[config.mk]
export PLATFORM = sky130hd
export DESIGN_NAME = fess_top
export DESIGN_NICKNAME = d
export VERILOG_FILES = /design/src/hw/fess_pkg.sv /design/src/hw/fess_if.sv /design/src/hw/fess_top.sv /design/src/hw/fess_pins.sv /design/src/hw/fess_axil.sv
export SDC_FILE = /design/constraint.sdc
export NUM_CORES = 1
export LEC_CHECK = 0
export BUFFER_PORTS_ARGS = -buffer_cell sky130_fd_sc_hd__buf_2
export CAP_MARGIN = 40
export CELL_PAD_IN_SITES_DETAIL_PLACEMENT = 1
export CELL_PAD_IN_SITES_GLOBAL_PLACEMENT = 2
export CORE_ASPECT_RATIO = 0.5
export CORE_MARGIN = 4
export CORE_UTILIZATION = 37
export DETAILED_ROUTE_END_ITERATION = 8
export PLACE_DENSITY_LB_ADDON = 0.1
export SLEW_MARGIN = 20
export SYNTH_ARGS = -nofsm -noshare
export SYNTH_HDL_FRONTEND = slang
export SYNTH_HIERARCHICAL = 1
export SYNTH_SLANG_ARGS = --single-unit
[constraint.sdc]
create_clock -name clk -period 3.6 [get_ports clk]
set_clock_uncertainty 0.1 [all_clocks]
set_input_delay 0.72 -clock clk [delete_from_list [all_inputs] [get_ports clk]]
set_output_delay 0.72 -clock clk [all_outputs]
set_load 0.01 [all_outputs]
[src/hw/fess_pkg.sv]
// package: constants and types of the flash erase/suspend host sequencer
package fess_pkg;
  localparam int CLK_MHZ = 200;
  // pin timing in ns, device latencies and acceptance window in us
  localparam int T_WE_NS = 35;
  localparam int T_WH_NS = 20;
  localparam int T_ACC_NS = 90;
  localparam int T_BUSY_NS = 90;
  localparam int T_RST_NS = 500;
  localparam int T_PSUSP_US = 15;
  localparam int T_ESUSP_US = 20;
  localparam int T_WIN_US = 50;
  localparam int SYNC_CYC = 2;

  // least times round up to whole cycles
  function automatic int ns_up(int ns);
    return (ns * CLK_MHZ + 999) / 1000;
  endfunction

  localparam int CW = 16;
  localparam logic [7:0] WE_CNT = 8'(ns_up(T_WE_NS));
  localparam logic [7:0] WH_CNT = 8'(ns_up(T_WH_NS));
  localparam logic [7:0] ACC_CNT = 8'(ns_up(T_ACC_NS) + SYNC_CYC);
  localparam logic [CW-1:0] BUSY_CNT = CW'(ns_up(T_BUSY_NS) + SYNC_CYC);
  localparam logic [CW-1:0] RST_CNT = CW'(ns_up(T_RST_NS));
  localparam logic [CW-1:0] PSUSP_CNT = CW'(T_PSUSP_US * CLK_MHZ);
  localparam logic [CW-1:0] ESUSP_CNT = CW'(T_ESUSP_US * CLK_MHZ);
  localparam int WIN_CYC_DEF = T_WIN_US * CLK_MHZ;
  // one pin write cycle, margin inside the window
  localparam int WR_TOT = 3 + ns_up(T_WE_NS) + ns_up(T_WH_NS);

  // flash bus geometry
  localparam int AW = 22;
  localparam int DW = 16;
  localparam int SECT_LSB = 15;
  localparam int SW = 7;
  localparam int NSECT = 128;
  localparam logic [AW-1:0] ADDR_UNL1 = 22'h000555;
  localparam logic [AW-1:0] ADDR_UNL2 = 22'h0002AA;
  localparam logic [DW-1:0] CODE_UNL1 = 16'h00AA;
  localparam logic [DW-1:0] CODE_UNL2 = 16'h0055;
  localparam logic [DW-1:0] CODE_ERASE = 16'h0080;
  localparam logic [DW-1:0] CODE_CHIP = 16'h0010;
  localparam logic [DW-1:0] CODE_SECT = 16'h0030;
  localparam logic [DW-1:0] CODE_RESUME = 16'h0030;
  localparam logic [DW-1:0] CODE_PROG = 16'h00A0;
  localparam logic [DW-1:0] CODE_AUTO = 16'h0090;
  localparam logic [DW-1:0] CODE_SUSP = 16'h00B0;
  localparam logic [DW-1:0] CODE_RESET = 16'h00F0;

  // register map of the host block
  localparam logic [7:0] REG_CTRL = 8'h00;
  localparam logic [7:0] REG_ADDR = 8'h04;
  localparam logic [7:0] REG_WDATA = 8'h08;
  localparam logic [7:0] REG_STATUS = 8'h0C;
  localparam logic [7:0] REG_RDATA = 8'h10;
  localparam logic [1:0] RESP_OKAY = 2'h0;
  localparam logic [1:0] RESP_SLVERR = 2'h2;
  localparam int ST_BUSY = 0;
  localparam int ST_ERR = 1;
  localparam int ST_RB = 2;
  localparam int ST_WIN = 3;
  localparam int ST_DPOLL = 4;
  localparam int ST_MODE = 8;

  // software commands written to the control register
  localparam logic [3:0] CMD_PROG = 4'h1;
  localparam logic [3:0] CMD_READ = 4'h2;
  localparam logic [3:0] CMD_CHIP = 4'h3;
  localparam logic [3:0] CMD_SECT = 4'h4;
  localparam logic [3:0] CMD_ADD = 4'h5;
  localparam logic [3:0] CMD_SUSP = 4'h6;
  localparam logic [3:0] CMD_RESUME = 4'h7;
  localparam logic [3:0] CMD_AUTO_IN = 4'h8;
  localparam logic [3:0] CMD_AUTO_RD = 4'h9;
  localparam logic [3:0] CMD_AUTO_EX = 4'hA;
  localparam logic [3:0] CMD_HWRST = 4'hB;

  typedef enum logic [3:0] {
    M_READ, M_PROG, M_CHIP, M_WIN, M_ERASE, M_ESUSP, M_PESUS, M_PSUSP,
    M_AUTO
  } fess_mode_t;

  typedef struct packed {
    logic wr;
    logic [AW-1:0] a;
    logic [DW-1:0] d;
  } fess_cyc_t;
endpackage

[src/hw/fess_if.sv]
// interfaces: core to register slave and pin engine
`timescale 1ns/1ps
interface fess_reg_if;
  import fess_pkg::*;
  logic cmd_vld;
  logic [3:0] cmd;
  logic [AW-1:0] addr;
  logic [DW-1:0] wdata;
  logic [31:0] stat;
  logic [DW-1:0] rdata;
  modport slv (output cmd_vld, cmd, addr, wdata, input stat, rdata);
  modport core (input cmd_vld, cmd, addr, wdata, output stat, rdata);
endinterface

interface fess_cyc_if;
  import fess_pkg::*;
  logic req;
  logic wr;
  logic [AW-1:0] addr;
  logic [DW-1:0] data;
  logic done;
  logic [DW-1:0] rdata;
  modport drv (output req, wr, addr, data, input done, rdata);
  modport pin (input req, wr, addr, data, output done, rdata);
endinterface

[src/hw/fess_top.sv]
// host sequencer: drives erase, program and suspend flows into a nor flash
//
// Behaviour
// program suspend waits 15 us worst case
// program suspend may be written at any address
// program suspend: no reads of suspended sectors
// autoselect in program suspend; exit returns there
// program resume at any address
// chip erase: six writes ending with 10h
// no preprogram cycles from the host
// erase end, seen on ready, returns to read
// chip erase takes no commands; hardware reset ends it
// sector erase: six writes ending with 30h at sector
// acceptance window queues more sector-erase writes, any order
// added sectors within 50 us of the previous
// window writes that would abort are refused
// window timed from the last write's rising strobe edge
// running sector erase accepts only erase suspend
// erase suspend B0h only during sector erase or its window
// no erase suspend during chip erase or a program
// erase suspend while erasing waits 20 us
// erase suspend in the window suspends at once
// erase-suspended sectors read status; others read and program
// program in erase suspend ends back in erase suspend
// erase resume written inside an erase-suspended sector
// data polling bit of last read is reported in status
// ready/busy high means the operation finished
// host tracks read, window, erase, suspend, nested and autoselect
//
// The AXI4-Lite interface to the registers and the register addresses were decided locally.
`timescale 1ns/1ps
module fess_top
  import fess_pkg::*;
#(
  parameter int WIN_CYC = WIN_CYC_DEF
) (
  // clock and reset
  input wire logic clk,
  input wire logic rst,
  // axi4-lite slave
  input wire logic [7:0] awaddr,
  input wire logic awvalid,
  output logic awready,
  input wire logic [31:0] wdata,
  input wire logic [3:0] wstrb,
  input wire logic wvalid,
  output logic wready,
  output logic [1:0] bresp,
  output logic bvalid,
  input wire logic bready,
  input wire logic [7:0] araddr,
  input wire logic arvalid,
  output logic arready,
  output logic [31:0] rdata,
  output logic [1:0] rresp,
  output logic rvalid,
  input wire logic rready,
  // flash pins
  output logic [AW-1:0] flash_addr,
  output logic [DW-1:0] flash_dq_o,
  output logic flash_dq_oe,
  input wire logic [DW-1:0] flash_dq_i,
  output logic flash_ce_n,
  output logic flash_we_n,
  output logic flash_oe_n,
  output logic flash_reset_n,
  input wire logic ready_busy_out_n
);
  typedef enum logic [1:0] {Q_IDLE, Q_BUS, Q_WAIT, Q_RST} fess_seq_t;

  fess_reg_if rif();
  fess_cyc_if cif();

  fess_seq_t q_r;
  fess_mode_t mode_r;
  fess_mode_t ret_r;
  fess_mode_t pend_r;
  logic [3:0] kind_r;
  logic [2:0] step_r;
  logic sent_r;
  logic req_r;
  logic err_r;
  logic held_r;
  logic dpoll_r;
  logic rb_meta_r;
  logic rb_s_r;
  logic [CW-1:0] wait_r;
  logic [CW-1:0] guard_r;
  logic [CW-1:0] win_cnt_r;
  logic [NSECT-1:0] mask_r;
  logic [SW-1:0] psect_r;
  logic [AW-1:0] ca_r;
  logic [DW-1:0] cd_r;
  logic [DW-1:0] rdata_r;
  fess_cyc_t cyc_r;
  logic ok;
  logic in_mask;
  logic busy_mode;

  fess_axil u_axil (
    .clk(clk),
    .rst(rst),
    .awaddr(awaddr),
    .awvalid(awvalid),
    .awready(awready),
    .wdata(wdata),
    .wstrb(wstrb),
    .wvalid(wvalid),
    .wready(wready),
    .bresp(bresp),
    .bvalid(bvalid),
    .bready(bready),
    .araddr(araddr),
    .arvalid(arvalid),
    .arready(arready),
    .rdata(rdata),
    .rresp(rresp),
    .rvalid(rvalid),
    .rready(rready),
    .rif(rif.slv)
  );

  fess_pins u_pins (
    .clk(clk),
    .rst(rst),
    .cif(cif.pin),
    .flash_addr(flash_addr),
    .flash_dq_o(flash_dq_o),
    .flash_dq_oe(flash_dq_oe),
    .flash_ce_n(flash_ce_n),
    .flash_we_n(flash_we_n),
    .flash_oe_n(flash_oe_n),
    .flash_dq_i(flash_dq_i)
  );

  function automatic logic [SW-1:0] sect_of(logic [AW-1:0] a);
    return a[AW-1:SECT_LSB];
  endfunction

  function automatic logic [AW-1:0] sect_base(logic [AW-1:0] a);
    return {a[AW-1:SECT_LSB], {SECT_LSB{1'b0}}};
  endfunction

  function automatic logic [2:0] seq_last(logic [3:0] c);
    case (c)
      CMD_PROG: return 3'h3;
      CMD_CHIP, CMD_SECT: return 3'h5;
      CMD_AUTO_IN: return 3'h2;
      default: return 3'h0;
    endcase
  endfunction

  // one bus cycle of a command flow
  function automatic fess_cyc_t seq_step(logic [3:0] c, logic [2:0] i,
                                         logic [AW-1:0] a, logic [DW-1:0] d);
    fess_cyc_t s;
    logic multi;
    s.wr = (c != CMD_READ) && (c != CMD_AUTO_RD);
    s.a = a;
    s.d = d;
    multi = (c == CMD_PROG) || (c == CMD_CHIP) || (c == CMD_SECT) ||
            (c == CMD_AUTO_IN);
    case (c)
      CMD_SUSP: s.d = CODE_SUSP;
      CMD_RESUME: s.d = CODE_RESUME;
      CMD_AUTO_EX: s.d = CODE_RESET;
      CMD_ADD: begin
        s.a = sect_base(a);
        s.d = CODE_SECT;
      end
      default: ;
    endcase
    if (multi) begin
      if (i == 3'h0 || (i == 3'h3 && c != CMD_PROG)) begin
        s.a = ADDR_UNL1;
        s.d = CODE_UNL1;
      end else if (i == 3'h1 || i == 3'h4) begin
        s.a = ADDR_UNL2;
        s.d = CODE_UNL2;
      end else if (i == 3'h2) begin
        s.a = ADDR_UNL1;
        s.d = (c == CMD_PROG) ? CODE_PROG :
              (c == CMD_AUTO_IN) ? CODE_AUTO : CODE_ERASE;
      end else if (c == CMD_CHIP) begin
        s.a = ADDR_UNL1;
        s.d = CODE_CHIP;
      end else if (c == CMD_SECT) begin
        s.a = sect_base(a);
        s.d = CODE_SECT;
      end
    end
    return s;
  endfunction

  // ready/busy is an open-drain pin from the device
  always_ff @(posedge clk) begin
    if (rst) begin
      rb_meta_r <= 1'b0;
      rb_s_r <= 1'b0;
    end else begin
      rb_meta_r <= ready_busy_out_n;
      rb_s_r <= rb_meta_r;
    end
  end

  // refuse what the device would ignore or what would wreck a flow
  always_comb begin
    in_mask = mask_r[sect_of(rif.addr)];
    busy_mode = (mode_r == M_PROG) || (mode_r == M_CHIP) ||
                (mode_r == M_ERASE) || (mode_r == M_PESUS);
    ok = 1'b0;
    case (rif.cmd)
      CMD_HWRST: ok = 1'b1;
      CMD_PROG: ok = (mode_r == M_READ) ||
                     (mode_r == M_ESUSP && !in_mask);
      CMD_READ: begin
        if (mode_r == M_READ || mode_r == M_ESUSP) ok = 1'b1;
        else if (mode_r == M_PSUSP) ok = (sect_of(rif.addr) != psect_r) &&
                                          !(held_r && in_mask);
      end
      CMD_CHIP, CMD_SECT: ok = (mode_r == M_READ);
      CMD_ADD: ok = (mode_r == M_WIN) &&
                    (int'(win_cnt_r) + WR_TOT < WIN_CYC);
      CMD_SUSP: ok = (mode_r == M_PROG) || (mode_r == M_PESUS) ||
                     (mode_r == M_WIN) || (mode_r == M_ERASE);
      CMD_RESUME: ok = (mode_r == M_PSUSP) ||
                       (mode_r == M_ESUSP && in_mask);
      CMD_AUTO_IN: ok = (mode_r == M_READ) || (mode_r == M_PSUSP) ||
                        (mode_r == M_ESUSP);
      CMD_AUTO_RD, CMD_AUTO_EX: ok = (mode_r == M_AUTO);
      default: ok = 1'b0;
    endcase
  end

  // status word seen by software
  always_comb begin
    rif.stat = 32'h00000000;
    rif.stat[ST_BUSY] = (q_r != Q_IDLE);
    rif.stat[ST_ERR] = err_r;
    rif.stat[ST_RB] = rb_s_r;
    rif.stat[ST_WIN] = (mode_r == M_WIN);
    rif.stat[ST_DPOLL] = dpoll_r;
    rif.stat[ST_MODE +: 4] = mode_r;
  end

  assign rif.rdata = rdata_r;
  assign cif.req = req_r;
  assign cif.wr = cyc_r.wr;
  assign cif.addr = cyc_r.a;
  assign cif.data = cyc_r.d;

  // sequencer and host copy of device state
  always_ff @(posedge clk) begin
    if (rst) begin
      q_r <= Q_IDLE;
      mode_r <= M_READ;
      ret_r <= M_READ;
      pend_r <= M_READ;
      kind_r <= 4'h0;
      step_r <= 3'h0;
      sent_r <= 1'b0;
      req_r <= 1'b0;
      err_r <= 1'b0;
      held_r <= 1'b0;
      dpoll_r <= 1'b0;
      wait_r <= '0;
      guard_r <= '0;
      win_cnt_r <= '0;
      mask_r <= '0;
      psect_r <= '0;
      ca_r <= '0;
      cd_r <= '0;
      rdata_r <= '0;
      cyc_r <= '0;
      flash_reset_n <= 1'b1;
    end else begin
      req_r <= 1'b0;
      if (guard_r != '0) guard_r <= guard_r - CW'(1);
      if (mode_r == M_WIN) win_cnt_r <= win_cnt_r + CW'(1);
      unique case (q_r)
        Q_IDLE: begin
          if (rif.cmd_vld) begin
            err_r <= ~ok;
            if (ok) begin
              kind_r <= rif.cmd;
              ca_r <= rif.addr;
              cd_r <= rif.wdata;
              step_r <= 3'h0;
              q_r <= Q_BUS;
              if (rif.cmd == CMD_HWRST) begin
                flash_reset_n <= 1'b0;
                wait_r <= RST_CNT;
                q_r <= Q_RST;
              end
            end
          end else if (mode_r == M_WIN && int'(win_cnt_r) >= WIN_CYC) begin
            mode_r <= M_ERASE;
            guard_r <= BUSY_CNT;
          end else if (busy_mode && guard_r == '0 && rb_s_r) begin
            // guard skips the interval before busy is valid on the pin
            if (mode_r == M_PESUS) begin
              mode_r <= M_ESUSP;
            end else begin
              mode_r <= M_READ;
              mask_r <= '0;
            end
          end
        end
        Q_BUS: begin
          if (!sent_r) begin
            req_r <= 1'b1;
            sent_r <= 1'b1;
            cyc_r <= seq_step(kind_r, step_r, ca_r, cd_r);
          end else if (cif.done) begin
            sent_r <= 1'b0;
            if (step_r != seq_last(kind_r)) begin
              step_r <= step_r + 3'h1;
            end else begin
              q_r <= Q_IDLE;
              case (kind_r)
                CMD_READ, CMD_AUTO_RD: begin
                  rdata_r <= cif.rdata;
                  dpoll_r <= cif.rdata[7];
                end
                CMD_PROG: begin
                  mode_r <= (mode_r == M_ESUSP) ? M_PESUS : M_PROG;
                  psect_r <= sect_of(ca_r);
                  guard_r <= BUSY_CNT;
                end
                CMD_CHIP: begin
                  mode_r <= M_CHIP;
                  mask_r <= '1;
                  guard_r <= BUSY_CNT;
                end
                CMD_SECT: begin
                  mode_r <= M_WIN;
                  mask_r <= '0;
                  mask_r[sect_of(ca_r)] <= 1'b1;
                  win_cnt_r <= '0;
                end
                CMD_ADD: begin
                  mask_r[sect_of(ca_r)] <= 1'b1;
                  win_cnt_r <= '0;
                end
                CMD_SUSP: begin
                  if (mode_r == M_WIN) begin
                    mode_r <= M_ESUSP;
                  end else begin
                    q_r <= Q_WAIT;
                    pend_r <= (mode_r == M_ERASE) ? M_ESUSP : M_PSUSP;
                    held_r <= (mode_r == M_PESUS);
                    wait_r <= (mode_r == M_ERASE) ? ESUSP_CNT : PSUSP_CNT;
                  end
                end
                CMD_RESUME: begin
                  if (mode_r == M_ESUSP) mode_r <= M_ERASE;
                  else mode_r <= held_r ? M_PESUS : M_PROG;
                  guard_r <= BUSY_CNT;
                end
                CMD_AUTO_IN: begin
                  ret_r <= mode_r;
                  mode_r <= M_AUTO;
                end
                CMD_AUTO_EX: mode_r <= ret_r;
                default: ;
              endcase
            end
          end
        end
        Q_WAIT: begin
          // worst-case suspend latency, no polling needed
          if (wait_r == '0) begin
            mode_r <= pend_r;
            q_r <= Q_IDLE;
          end else begin
            wait_r <= wait_r - CW'(1);
          end
        end
        Q_RST: begin
          if (wait_r == '0) begin
            flash_reset_n <= 1'b1;
            mode_r <= M_READ;
            mask_r <= '0;
            held_r <= 1'b0;
            guard_r <= BUSY_CNT;
            q_r <= Q_IDLE;
          end else begin
            wait_r <= wait_r - CW'(1);
          end
        end
      endcase
    end
  end
endmodule

[src/hw/fess_pins.sv]
// pin engine: one asynchronous flash write or read cycle per request
`timescale 1ns/1ps
module fess_pins
  import fess_pkg::*;
(
  // clock and reset
  input wire logic clk,
  input wire logic rst,
  // cycle requests
  fess_cyc_if.pin cif,
  // flash pins
  output logic [AW-1:0] flash_addr,
  output logic [DW-1:0] flash_dq_o,
  output logic flash_dq_oe,
  output logic flash_ce_n,
  output logic flash_we_n,
  output logic flash_oe_n,
  input wire logic [DW-1:0] flash_dq_i
);
  typedef enum logic [1:0] {P_IDLE, P_SETUP, P_PULSE, P_HOLD} fess_pin_t;
  fess_pin_t p_r;
  logic [7:0] cnt_r;
  logic wr_r;
  logic [DW-1:0] dq_meta_r;
  logic [DW-1:0] dq_s_r;

  // data pins are asynchronous
  always_ff @(posedge clk) begin
    dq_meta_r <= flash_dq_i;
    dq_s_r <= dq_meta_r;
  end

  // address settles a cycle before the strobe, data held past its rise
  always_ff @(posedge clk) begin
    if (rst) begin
      p_r <= P_IDLE;
      cnt_r <= 8'h00;
      wr_r <= 1'b0;
      flash_addr <= '0;
      flash_dq_o <= '0;
      flash_dq_oe <= 1'b0;
      flash_ce_n <= 1'b1;
      flash_we_n <= 1'b1;
      flash_oe_n <= 1'b1;
      cif.done <= 1'b0;
      cif.rdata <= '0;
    end else begin
      cif.done <= 1'b0;
      unique case (p_r)
        P_IDLE: begin
          if (cif.req) begin
            flash_addr <= cif.addr;
            flash_dq_o <= cif.data;
            flash_dq_oe <= cif.wr;
            wr_r <= cif.wr;
            flash_ce_n <= 1'b0;
            p_r <= P_SETUP;
          end
        end
        P_SETUP: begin
          flash_we_n <= ~wr_r;
          flash_oe_n <= wr_r;
          cnt_r <= wr_r ? WE_CNT : ACC_CNT;
          p_r <= P_PULSE;
        end
        P_PULSE: begin
          if (cnt_r == 8'h00) begin
            flash_we_n <= 1'b1;
            flash_oe_n <= 1'b1;
            if (!wr_r) cif.rdata <= dq_s_r; // access time plus sync covered
            cnt_r <= WH_CNT;
            p_r <= P_HOLD;
          end else begin
            cnt_r <= cnt_r - 8'h01;
          end
        end
        P_HOLD: begin
          if (cnt_r == 8'h00) begin
            flash_ce_n <= 1'b1;
            flash_dq_oe <= 1'b0;
            cif.done <= 1'b1;
            p_r <= P_IDLE;
          end else begin
            cnt_r <= cnt_r - 8'h01;
          end
        end
      endcase
    end
  end
endmodule

[src/hw/fess_axil.sv]
// axi4-lite slave holding the command, address and data registers
`timescale 1ns/1ps
module fess_axil
  import fess_pkg::*;
(
  // clock and reset
  input wire logic clk,
  input wire logic rst,
  // axi4-lite slave
  input wire logic [7:0] awaddr,
  input wire logic awvalid,
  output logic awready,
  input wire logic [31:0] wdata,
  input wire logic [3:0] wstrb,
  input wire logic wvalid,
  output logic wready,
  output logic [1:0] bresp,
  output logic bvalid,
  input wire logic bready,
  input wire logic [7:0] araddr,
  input wire logic arvalid,
  output logic arready,
  output logic [31:0] rdata,
  output logic [1:0] rresp,
  output logic rvalid,
  input wire logic rready,
  // core side
  fess_reg_if.slv rif
);
  logic [7:0] aw_r;
  logic [31:0] wd_r;
  logic [3:0] ws_r;

  function automatic logic [31:0] merge(logic [31:0] o, logic [31:0] n,
                                        logic [3:0] s);
    logic [31:0] r;
    r = o;
    for (int i = 0; i < 4; i++) begin
      if (s[i]) r[8*i +: 8] = n[8*i +: 8];
    end
    return r;
  endfunction

  // aw and w in either order, answer once both held
  always_ff @(posedge clk) begin
    if (rst) begin
      awready <= 1'b1;
      wready <= 1'b1;
      bvalid <= 1'b0;
      bresp <= RESP_OKAY;
      aw_r <= 8'h00;
      wd_r <= 32'h00000000;
      ws_r <= 4'h0;
      rif.cmd_vld <= 1'b0;
      rif.cmd <= 4'h0;
      rif.addr <= '0;
      rif.wdata <= '0;
    end else begin
      rif.cmd_vld <= 1'b0;
      if (awvalid && awready) begin
        aw_r <= awaddr;
        awready <= 1'b0;
      end
      if (wvalid && wready) begin
        wd_r <= wdata;
        ws_r <= wstrb;
        wready <= 1'b0;
      end
      if (!awready && !wready && !bvalid) begin
        bvalid <= 1'b1;
        bresp <= RESP_OKAY;
        unique case (aw_r)
          REG_CTRL: begin
            rif.cmd_vld <= ws_r[0];
            rif.cmd <= wd_r[3:0];
          end
          REG_ADDR: rif.addr <= AW'(merge(32'(rif.addr), wd_r, ws_r));
          REG_WDATA: rif.wdata <= DW'(merge(32'(rif.wdata), wd_r, ws_r));
          REG_STATUS, REG_RDATA: ;
          default: bresp <= RESP_SLVERR;
        endcase
      end
      if (bvalid && bready) begin
        bvalid <= 1'b0;
        awready <= 1'b1;
        wready <= 1'b1;
      end
    end
  end

  // read channel, unmapped offsets get slverr
  always_ff @(posedge clk) begin
    if (rst) begin
      arready <= 1'b1;
      rvalid <= 1'b0;
      rdata <= 32'h00000000;
      rresp <= RESP_OKAY;
    end else if (arvalid && arready) begin
      arready <= 1'b0;
      rvalid <= 1'b1;
      rresp <= RESP_OKAY;
      rdata <= 32'h00000000;
      unique case (araddr)
        REG_CTRL: ;
        REG_ADDR: rdata <= 32'(rif.addr);
        REG_WDATA: rdata <= 32'(rif.wdata);
        REG_STATUS: rdata <= rif.stat;
        REG_RDATA: rdata <= 32'(rif.rdata);
        default: rresp <= RESP_SLVERR;
      endcase
    end else if (rvalid && rready) begin
      rvalid <= 1'b0;
      arready <= 1'b1;
    end
  end
endmodule

==> flow_summary_export.csv, run 1 <==
group,metric,value,unit
global_routing,grt_pass1_vias,20800,
cts,cts-root-buf,"clkbuf_16",
cts,clkSinkCount,519,
place,portBuffers,146,
cts,cts_buffers,49,
logic_synthesis,synth_flop_cell,"dfxtp_1",
logic_synthesis,yosysMostFrequentCell,"dfxtp_1",
die,die_h,186,um
cells_and_area,drive_gt1_share,14.5,%
power,leakage,9.81,nW
critical_path,cp_max_fo,9,
cts,insertion_delay,0.62,ns
route,routed_wl,77900,um
sta,tightest_slew,0.981,ns
route,avgRoutedWirePerCell,21.1,um
critical_path,cp_cell_sequence,"buf_12, mux4_2, mux4_2, o211ai_1, o211ai_1, a211o_1, a311oi_4, nor2_4, buf_12, o31a_1",
logic_synthesis,synth_edf_count,0,
sta,rsz0062_at_grt,"true",
logic_synthesis,syn-cell-area,0.0235,mm^2
outcome,violations,"negative setup slack",
critical_path,endpoint_kind,"register",
global_routing,grt_overflow,0,
sta,fin_ws,-0.0646,ns
logic_synthesis,yosysTopAreaCell,"dfxtp_1",
logic_synthesis,async_reset_ff_share,0,%
critical_path,critPathSlowestCell,"mux4_2",
power,power-per-cell-area,456,mW/mm^2
power,irDropWorstVdd,0.369,mV
cells_and_area,syn2layout_area_growth,16.5,%
route,first_pass_iters,5,
die,start_util,37.9,%
cts,clk_pin_slew,0.07,ns
critical_path,path_class,"reg -> reg",
critical_path,cp_top_family,"compound AO/OA/AOI/OAI gates",
sta,fin_crit_sh,102,%
outcome,status,"finished, violations left",
logic_synthesis,synthDistinctLibCells,80,
logic_synthesis,yosys_warnings,6,
sta,final_hold_viol_count,0,
logic_synthesis,synthTopCellsByArea,"dfxtp_1 44%, nand2_1 7.0%, a21oi_1 6.7%",
critical_path,worst_setup_path_start_kind,"register",
place,dp_hpwl,52000,um
sta,period_minus_slack,3.66,ns
cts,cts_tree,"done",
route,drc,0,
route,vias,20900,
critical_path,worst-path-buf-inv,2,
logic_synthesis,synth_common_cells,"519 x dfxtp_1, 440 x nand2_1, 315 x a21oi_1",
die,rows,64,
cells_and_area,final_util,44.1,%
die,die_area,0.0678,mm^2
sta,report.final.slew_viol_count,0,
critical_path,crit_arrival,4.06,ns
logic_synthesis,yosys_register_bits,519,
die,io_pins,160,
cells_and_area,instances_no_fill,3699,
route,drtIter0Drc,1586,
place,placed_cells,3604,
sta,relSlewSlack,34.6,%
logic_synthesis,syn_inst,2737,
sta,fmax,0.273,GHz
flow_run,drv_cap,0,
die,core-area,0.0620,mm^2
cts,clockBufferDepth,3,
global_routing,grt_pass1_wl,122000,um
cells_and_area,nFillCells,7160,
sta,setup_viol,6,
logic_synthesis,avgSynthCellArea,8.58,um^2
min_path,hold_class,"in -> reg",
global_routing,grt_max_degree,160,
critical_path,cpPeakStageDelay,0.53,ns
route,viasPerCell,5.64,
place,gp_congestion,0.826,
critical_path,crit_required,4.00,ns
global_routing,track_usage,22.3,%
die,dieWidth,364,um
sta,tns,-0.132,ns
place,post-place-ws,-0.0896,ns
cells_and_area,antenna_cells,0,
cells_and_area,num-nets-final,2923,
route,postRouteAntennaNets,0,
global_routing,antenna_found_initial,0,
logic_synthesis,synth_top_area_share,44.3,%
cts,cts-htree-levels,2,
logic_synthesis,ys_seq_area_share,44.3,%
layout by cell type, fill, tap and decap left out, drive strengths merged, types with 6 or more instances in the layout:
master,netlist,routed
nand2b,17,17
and3b,6,6
nor2b,18,18
mux2i,146,146
nor2,239,239
clkinv,0,11
a211oi,10,10
mux4,33,33
dfxtp,519,519
nor4b,6,6
nand4,13,13
conb,2,25
xor2,20,20
a22oi,55,55
xnor2,20,20
a21oi,315,315
a31oi,13,13
a221o,128,128
or3,14,14
o21ai,91,91
buf,41,255
nor3,43,43
inv,31,32
o31ai,11,11
nand3,148,148
nor4,38,38
clkbuf,192,74
nand2,440,440
o211ai,9,9
and2,6,6
ha,13,13
and3,8,8
or2,7,7
power breakdown:
part / switching [mW] / leakage (nW) / internal [mW]
sequential: 0.148 / 4.20 / 5.88
clock: 2.44 / 0.828 / 3.07
combinational: 0.579 / 4.78 / 0.366
kinds of logic after synthesis:
group	count (synthesis)	synth area share, %
simple gates	1030	20.1
flops	519	44.3
xor+xnor	40	1.49
fa+ha+maj	13	0.693
buf+inv	264	4.60
compound gates	686	19.2
other cells	2	0.0320
mux	183	9.58
final cells by class:
cell class | instances | area, um^2 | area share, %
multi-input combinational | 1977 | 12200 | 44.7
timing repair buffer | 256 | 1880 | 6.88
inverter | 31 | 116 | 0.425
clock buffer | 73 | 1470 | 5.37
tap | 825 | 1030 | 3.77
sequential | 519 | 10400 | 38.0
clock inverter | 18 | 228 | 0.833
registers in the layout (all words and copies together) (netlist names), 22 cells and up:
| register | count |
|---|---|
| ca_r | 22 |
| u_axil/rif.addr | 22 |
| u_axil/rdata | 32 |
| mask_r | 128 |
| cif.addr | 22 |
| u_pins/flash_addr | 22 |
| u_axil/wd_r | 22 |
worst reg2reg max path, stage by stage (launching register included):
cell and delay [ns]:
dfxtp_4 0.38, buf_12 0.16, mux4_2 0.54, mux4_2 0.52, o211ai_1 0.19, o211ai_1 0.29, a211o_1 0.43, a311oi_4 0.35
nor2_4 0.16, buf_12 0.17, o31a_1 0.28
layer usage:
metal  track usage, %  vias to the layer above  routed length, um
li1                 -                     9985                  -
met1             31.7                    10500              38000
met2             37.1                      326              36000
met3             2.91                       78               2840
met4             4.11                        0               1180
met5                0                        -                  0
metrics by stage:
stage	cell area, um^2	power, mW	hold WS, ns
2_1_floorplan	23600	6.82	0.210
3_3_place_gp	25400	7.08	0.212
3_5_place_dp	25500	7.11	0.213
4_1_cts	27300	12.7	0.0649
5_1_grt	27400	13.1	0.0650
6_report	27400	12.5	0.106
path summary, 6_finish.rpt:
kind	from	endpoint	slack (ns)	cells after the start
worst max-delay path	u_axil/rif.addr[17]	q_r[0]	-0.06	10
worst min-delay path	flash_dq_i[8]	u_pins/dq_meta_r[8]	0.11	1
worst max register to register	u_axil/rif.addr[17]	q_r[0]	-0.06	10
worst min register to register	u_pins/dq_meta_r[5]	u_pins/dq_s_r[5]	0.23	0
timing repair:
| item | CTS | global route |
|---|---|---|
| setup endpoints to repair | 30 | 59 |
| gates resized for setup | 5 | 9 |
| hold buffers | 0 | 0 |
| pin swaps | 2 | 3 |
| cloned | 0 | 1 |
| buffers inserted | 1 | 0 |
No activity file was read; power rests on OpenSTA's default activity.
==> run 2: changes to the inputs <==
- CORE_UTILIZATION: 37 -> 35
- CTS_BUF_LIST: default -> sky130_fd_sc_hd__clkbuf_8
- clock period: 3.6 -> 2.9 ns (I/O delays scaled with it)
==> run 2 against run 1 <==
Compared with the run above: the flow still finishes with violations (negative setup slack); cell count increased by 9.6%; clock power up 22%; die area grew 5.5%; flip-flop and latch count unchanged; largest cell class unchanged; largest power group unchanged; highest routed layer unchanged.
==> flow_summary_export.csv, run 2 (synthesis results as in run 1) <==
group,metric,value,unit
die,dieWidth,374,um
sta,fin_hold_ws,0.109,ns
cells_and_area,num-nets-final,3199,
cells_and_area,final_common_cell,"dfxtp_1",
power,swShare,26.8,%
route,routed_wl,88200,um
global_routing,grt_max_degree,163,
min_path,hold_class,"in -> reg",
sta,report.final.slew_viol_count,0,
cells_and_area,largest_reg_flops,128,
route,first_pass_iters,5,
critical_path,endpoint_kind,"register",
sta,fmax,0.294,GHz
power,power-per-cell-area,495,mW/mm^2
die,start_util,35.8,%
sta,setup_viol,175,
sta,fin_ws,-0.501,ns
cts,cts-root-buf,"clkbuf_8",
route,avgRoutedWirePerCell,21.7,um
global_routing,antenna_found_initial,0,
sta,period_minus_slack,3.40,ns
die,die_area,0.0715,mm^2
global_routing,grt.busiest_layer,"met2",
power,p_sw,4.17,mW
outcome,violations,"negative setup slack",
place,gp_congestion,0.833,
critical_path,crit_arrival,3.91,ns
sta,final_hold_viol_count,0,
route,vias,22400,
place,dp_hpwl,55300,um
critical_path,cp_max_fo,18,
sta,rsz0062_at_grt,"true",
global_routing,grt_overflow,0,
critical_path,worst_setup_path_start_kind,"register",
die,io_pins,160,
critical_path,cp_top_family,"multiplexers",
cells_and_area,nFillCells,7474,
global_routing,grt_pass1_wl,132000,um
power,p_int,11.4,mW
die,core-area,0.0657,mm^2
global_routing,grt_use_met1,31.5,%
global_routing,grt_pass1_vias,22600,
sta,fin_crit_sh,117,%
power,clockPowerShare,43.3,%
route,viasPerCell,5.52,
power,combPwrFrac,8.6,%
route,postRouteAntennaNets,0,
place,portBuffers,146,
die,rows,66,
global_routing,met3_usage,4.23,%
global_routing,track_usage,23.1,%
sta,relSlewSlack,22.6,%
outcome,status,"finished, violations left",
route,drc,0,
power,finalPower,15.5,mW
cells_and_area,layout_common_cells,"513 x dfxtp_1, 432 x nand2_1, 239 x buf_4",
power,leakage,11.3,nW
die,die_h,191,um
critical_path,cpPeakStageDelay,0.49,ns
global_routing,grt_util_met2,37.4,%
cts,insertion_delay,0.74,ns
cts,cts_buffers,81,
critical_path,crit_required,3.41,ns
route,drtIter0Drc,1386,
sta,tightest_slew,1.16,ns
cells_and_area,regMostFlops,"mask_r",
critical_path,critPathSlowestCell,"mux4_2",
power,irDropWorstVdd,0.299,mV
cells_and_area,drive_gt1_share,27.9,%
power,power.share.sequential,48.2,%
sta,tns,-37.20,ns
cts,clockBufferDepth,3,
place,placed_cells,3818,
cts,clkSinkCount,519,
critical_path,worst-path-buf-inv,3,
cells_and_area,syn2layout_area_growth,33.6,%
cts,cts-htree-levels,3,
cts,clk_pin_slew,0.07,ns
flow_run,drv_cap,0,
critical_path,path_class,"reg -> reg",
critical_path,cp_cell_sequence,"buf_6, mux4_2, mux4_2, o211ai_1, o211ai_1, buf_4, a211o_1, a311oi_4, nor2_4, buf_12, mux2i_1",
cells_and_area,top_regs,"mask_r: 128 flops, u_axil/rdata: 32 flops",
cells_and_area,instances_no_fill,4055,
cts,cts_tree,"done",
run 2: metrics by stage:
stage / instance area (um^2) / setup WS (ns) / utilization, %
finish: 31400 / -0.501 / 47.8
global route: 31400 / -0.673 / 47.8
CTS: 29100 / -0.517 / 44.4
detailed placement: 26800 / -0.700 / 40.8
global placement: 26800 / -0.643 / 40.8
floorplan: 23600 / -0.245 / -
run 2: repair_timing:
item	4_1_cts	5_1_grt
gates cloned	1	19
endpoints found under the setup margin	100	171
setup buffers	2	17
pin swaps	6	131
resized for setup	8	348
hold buffers	55	0
endpoints found under the hold margin	55	0
run 2: area by class of cell:
class | count | area [um^2] | area share [%]
Multi-Input combinational cell | 1978 | 13800 | 44.0
Sequential cell | 519 | 10400 | 33.2
Timing Repair Buffer | 499 | 4240 | 13.5
Clock buffer | 100 | 1380 | 4.39
Tap cell | 884 | 1110 | 3.53
Clock inverter | 43 | 323 | 1.03
Inverter | 31 | 116 | 0.371
Antenna cell | 1 | 2.50 | 0.00798
run 2: power groups by stage:
stage / sequential, mW / combinational, mW / clock [mW]
after floorplan: 7.60 / 0.875 / 0
after global placement: 7.64 / 1.22 / 0
after detailed placement: 7.64 / 1.24 / 0
after CTS: 7.48 / 1.31 / 6.94
after global routing: 7.51 / 1.49 / 7.29
final: 7.48 / 1.33 / 6.72
run 2: final timing paths:
path	start	end	slack, ns	depth (start not counted)
max reg2reg	u_axil/rif.addr[17]	ca_r[6]	-0.50	11
max	u_axil/rif.addr[17]	ca_r[6]	-0.50	11
min reg2reg	u_pins/dq_meta_r[4]	u_pins/dq_s_r[4]	0.22	0
min	awvalid	u_axil/aw_r[5]	0.11	3
run 2: worst register-to-register path: stages, from the launching register on:
cell      delay, ns
dfxtp_4        0.38
buf_6          0.14
mux4_2         0.49
mux4_2         0.48
o211ai_1       0.29
o211ai_1       0.14
buf_4          0.19
a211o_1        0.34
a311oi_4       0.29
nor2_4         0.13
buf_12         0.19
mux2i_1        0.13
run 2: per-layer routing:
metal / share of wire (%) / wire length, um
met1: 47 / 41800
met2: 46 / 40600
met3: 4.2 / 3740
met4: 2.3 / 2060
met5: 0 / 0
==> run 3: changes to the inputs <==
- MAX_ROUTING_LAYER: default -> met4
- RECOVER_POWER: default -> 100
==> run 3 against run 2 <==
Compared with the run above: the flow finishes with violations (max-capacitance violations, max-slew violations, negative setup slack); sequential power is essentially flat; final area shrank 0.83%; sequential share of layout area grew 0.27 points; flip-flop and latch count is the same; critical path type unchanged.
==> flow_summary_export.csv, run 3 (synthesis results as in run 1) <==
group,metric,value,unit
outcome,status,"finished, violations left",
outcome,violations,"max-capacitance violations, max-slew violations, negative setup slack",
cts,cts-root-buf,"clkbuf_8",
route,wl_met3,3590,um
die,dieWidth,374,um
route,wl_met2,40500,um
flow_run,drv_cap,1,
critical_path,endpoint_kind,"register",
sta,tightest_slew,2.81,ns
power,swShare,26.9,%
route,vias,22400,
die,rows,66,
cts,clkSinkCount,519,
global_routing,antenna_found_initial,0,
route,first_pass_iters,5,
global_routing,grt_pass1_wl,132000,um
cells_and_area,num-nets-final,3199,
cts,clockBufferDepth,3,
place,dp_hpwl,55300,um
place,placed_cells,3818,
power,combPwrFrac,8.3,%
sta,relSlewSlack,-87.1,%
sta,setup_viol,229,
cts,insertion_delay,0.74,ns
sta,fmax,0.292,GHz
critical_path,cp_max_fo,5,
route,highest_layer,"met4",
die,die_h,191,um
route,routed_wl,88100,um
die,die_area,0.0715,mm^2
cts,clk_pin_slew,0.07,ns
place,portBuffers,146,
route,avgRoutedWirePerCell,21.7,um
sta,report.final.slew_viol_count,163,
cells_and_area,top_regs,"mask_r: 128 flops, u_axil/rdata: 32 flops",
cts,cts_tree,"done",
die,start_util,35.8,%
power,irDropWorstVdd,0.297,mV
cells_and_area,drive_gt1_share,24.8,%
power,power-per-cell-area,498,mW/mm^2
route,viasPerCell,5.52,
cells_and_area,final_util,47.4,%
cells_and_area,layout_common_cells,"514 x dfxtp_1, 431 x nand2_1, 238 x nor2_1",
route,postRouteAntennaNets,0,
cells_and_area,final_design_area_no_fill,0.0311,mm^2
route,drtIter0Drc,1194,
place,placed_area,0.0268,mm^2
place,gp_congestion,0.846,
die,io_pins,160,
power,leakage,10.9,nW
sta,fin_hold_ws,0.113,ns
power,power.share.sequential,48.3,%
power,clockPowerShare,43.4,%
power,p_int,11.3,mW
die,core-area,0.0657,mm^2
global_routing,track_usage,23.8,%
cells_and_area,instances_no_fill,4054,
cts,cts_buffers,81,
critical_path,path_class,"reg -> reg",
sta,period_minus_slack,3.43,ns
cells_and_area,antenna_cells,0,
critical_path,crit_arrival,3.93,ns
cells_and_area,final_common_cell,"dfxtp_1",
sta,fin_crit_sh,118,%
min_path,hold_class,"in -> reg",
global_routing,grt_overflow,0,
sta,final_hold_viol_count,0,
global_routing,grt_max_degree,163,
sta,fin_ws,-0.528,ns
route,drc,0,
cells_and_area,regMostFlops,"mask_r",
global_routing,grt_pass1_vias,22600,
cells_and_area,syn2layout_area_growth,32.4,%
route,wl_met1,42100,um
cts,cts-htree-levels,3,
power,p_sw,4.16,mW
critical_path,crit_required,3.40,ns
cells_and_area,largest_reg_flops,128,
critical_path,worst_setup_path_start_kind,"register",
sta,rsz0062_at_grt,"true",
sta,tns,-78.70,ns
-- run 3: cell types whose count changed in the layout (fill, tap and decap cells not counted), moves of 2 or more --
cell	before	now
and2_0	0	2
nor4_1	30	36
a21oi_1	209	207
buf_4	239	224
a21oi_2	105	107
clkbuf_1	0	91
clkbuf_2	0	5
buf_12	28	26
and2_1	6	4
buf_2	146	65
nor4_4	6	0
-- run 3: layer usage --
layer	vias up	track usage (%)
met5	-	-
met4	0	6.61
met3	130	4.23
met2	382	37.3
met1	11300	31.6
li1	10600	-
-- run 3: timing repair --
| action | in CTS | in global routing |
|---|---|---|
| pin swaps | 6 | 132 |
| cloned | 1 | 19 |
| hold buffers | 55 | 0 |
| endpoints found under the setup margin | 100 | 172 |
| resized for setup | 8 | 354 |
| buffers inserted | 2 | 17 |
| endpoints found under the hold margin | 55 | 0 |
-- run 3: path summary, 6_finish.rpt --
check / startpoint / to / slack, ns / cells after the start
worst min-delay path: awvalid / u_axil/aw_r[5] / 0.11 / 3
worst min register to register: u_pins/dq_meta_r[4] / u_pins/dq_s_r[4] / 0.21 / 0
worst max register to register: wait_r[0] / mask_r[93] / -0.53 / 15
worst max-delay path: wait_r[0] / mask_r[93] / -0.53 / 15
-- run 3: power by group through the flow --
| stage | Clock (mW) | Sequential, mW | Combinational, mW |
|---|---|---|---|
| floorplan | 0 | 7.60 | 0.875 |
| global placement | 0 | 7.64 | 1.22 |
| detailed placement | 0 | 7.64 | 1.24 |
| CTS | 6.94 | 7.48 | 1.31 |
| global route | 7.30 | 7.50 | 1.45 |
| finish | 6.72 | 7.47 | 1.29 |
-- run 3: final cells by class --
class / instances / area (um^2)
inverters: 31 / 116
repair buffers: 499 / 4070
well taps: 884 / 1110
clock buffers: 100 / 1380
clock inverters: 43 / 323
fillers: 7529 / 34600
multi-input cells: 1978 / 13700
flip-flops and latches: 519 / 10400
-- run 3: per-stage QoR --
stage	setup WS, ns	power, mW
floorplan	-0.245	8.47
global placement	-0.643	8.86
detailed placement	-0.700	8.88
CTS	-0.517	15.7
global route	-0.720	16.2
finish	-0.528	15.5
-- run 3: worst max-delay path, stage by stage (launching register included) --
cell and delay, ns:
dfxtp_1 0.32, inv_2 0.07, ha_4 0.12, or3b_4 0.39, nor4_1 0.50, nand2_2 0.17
nor3_4 0.21, a21o_1 0.16, o211ai_1 0.18, a21oi_4 0.23, buf_12 0.16, buf_6 0.11
buf_8 0.13, clkbuf_16 0.17, nand3_2 0.09, a21oi_2 0.17
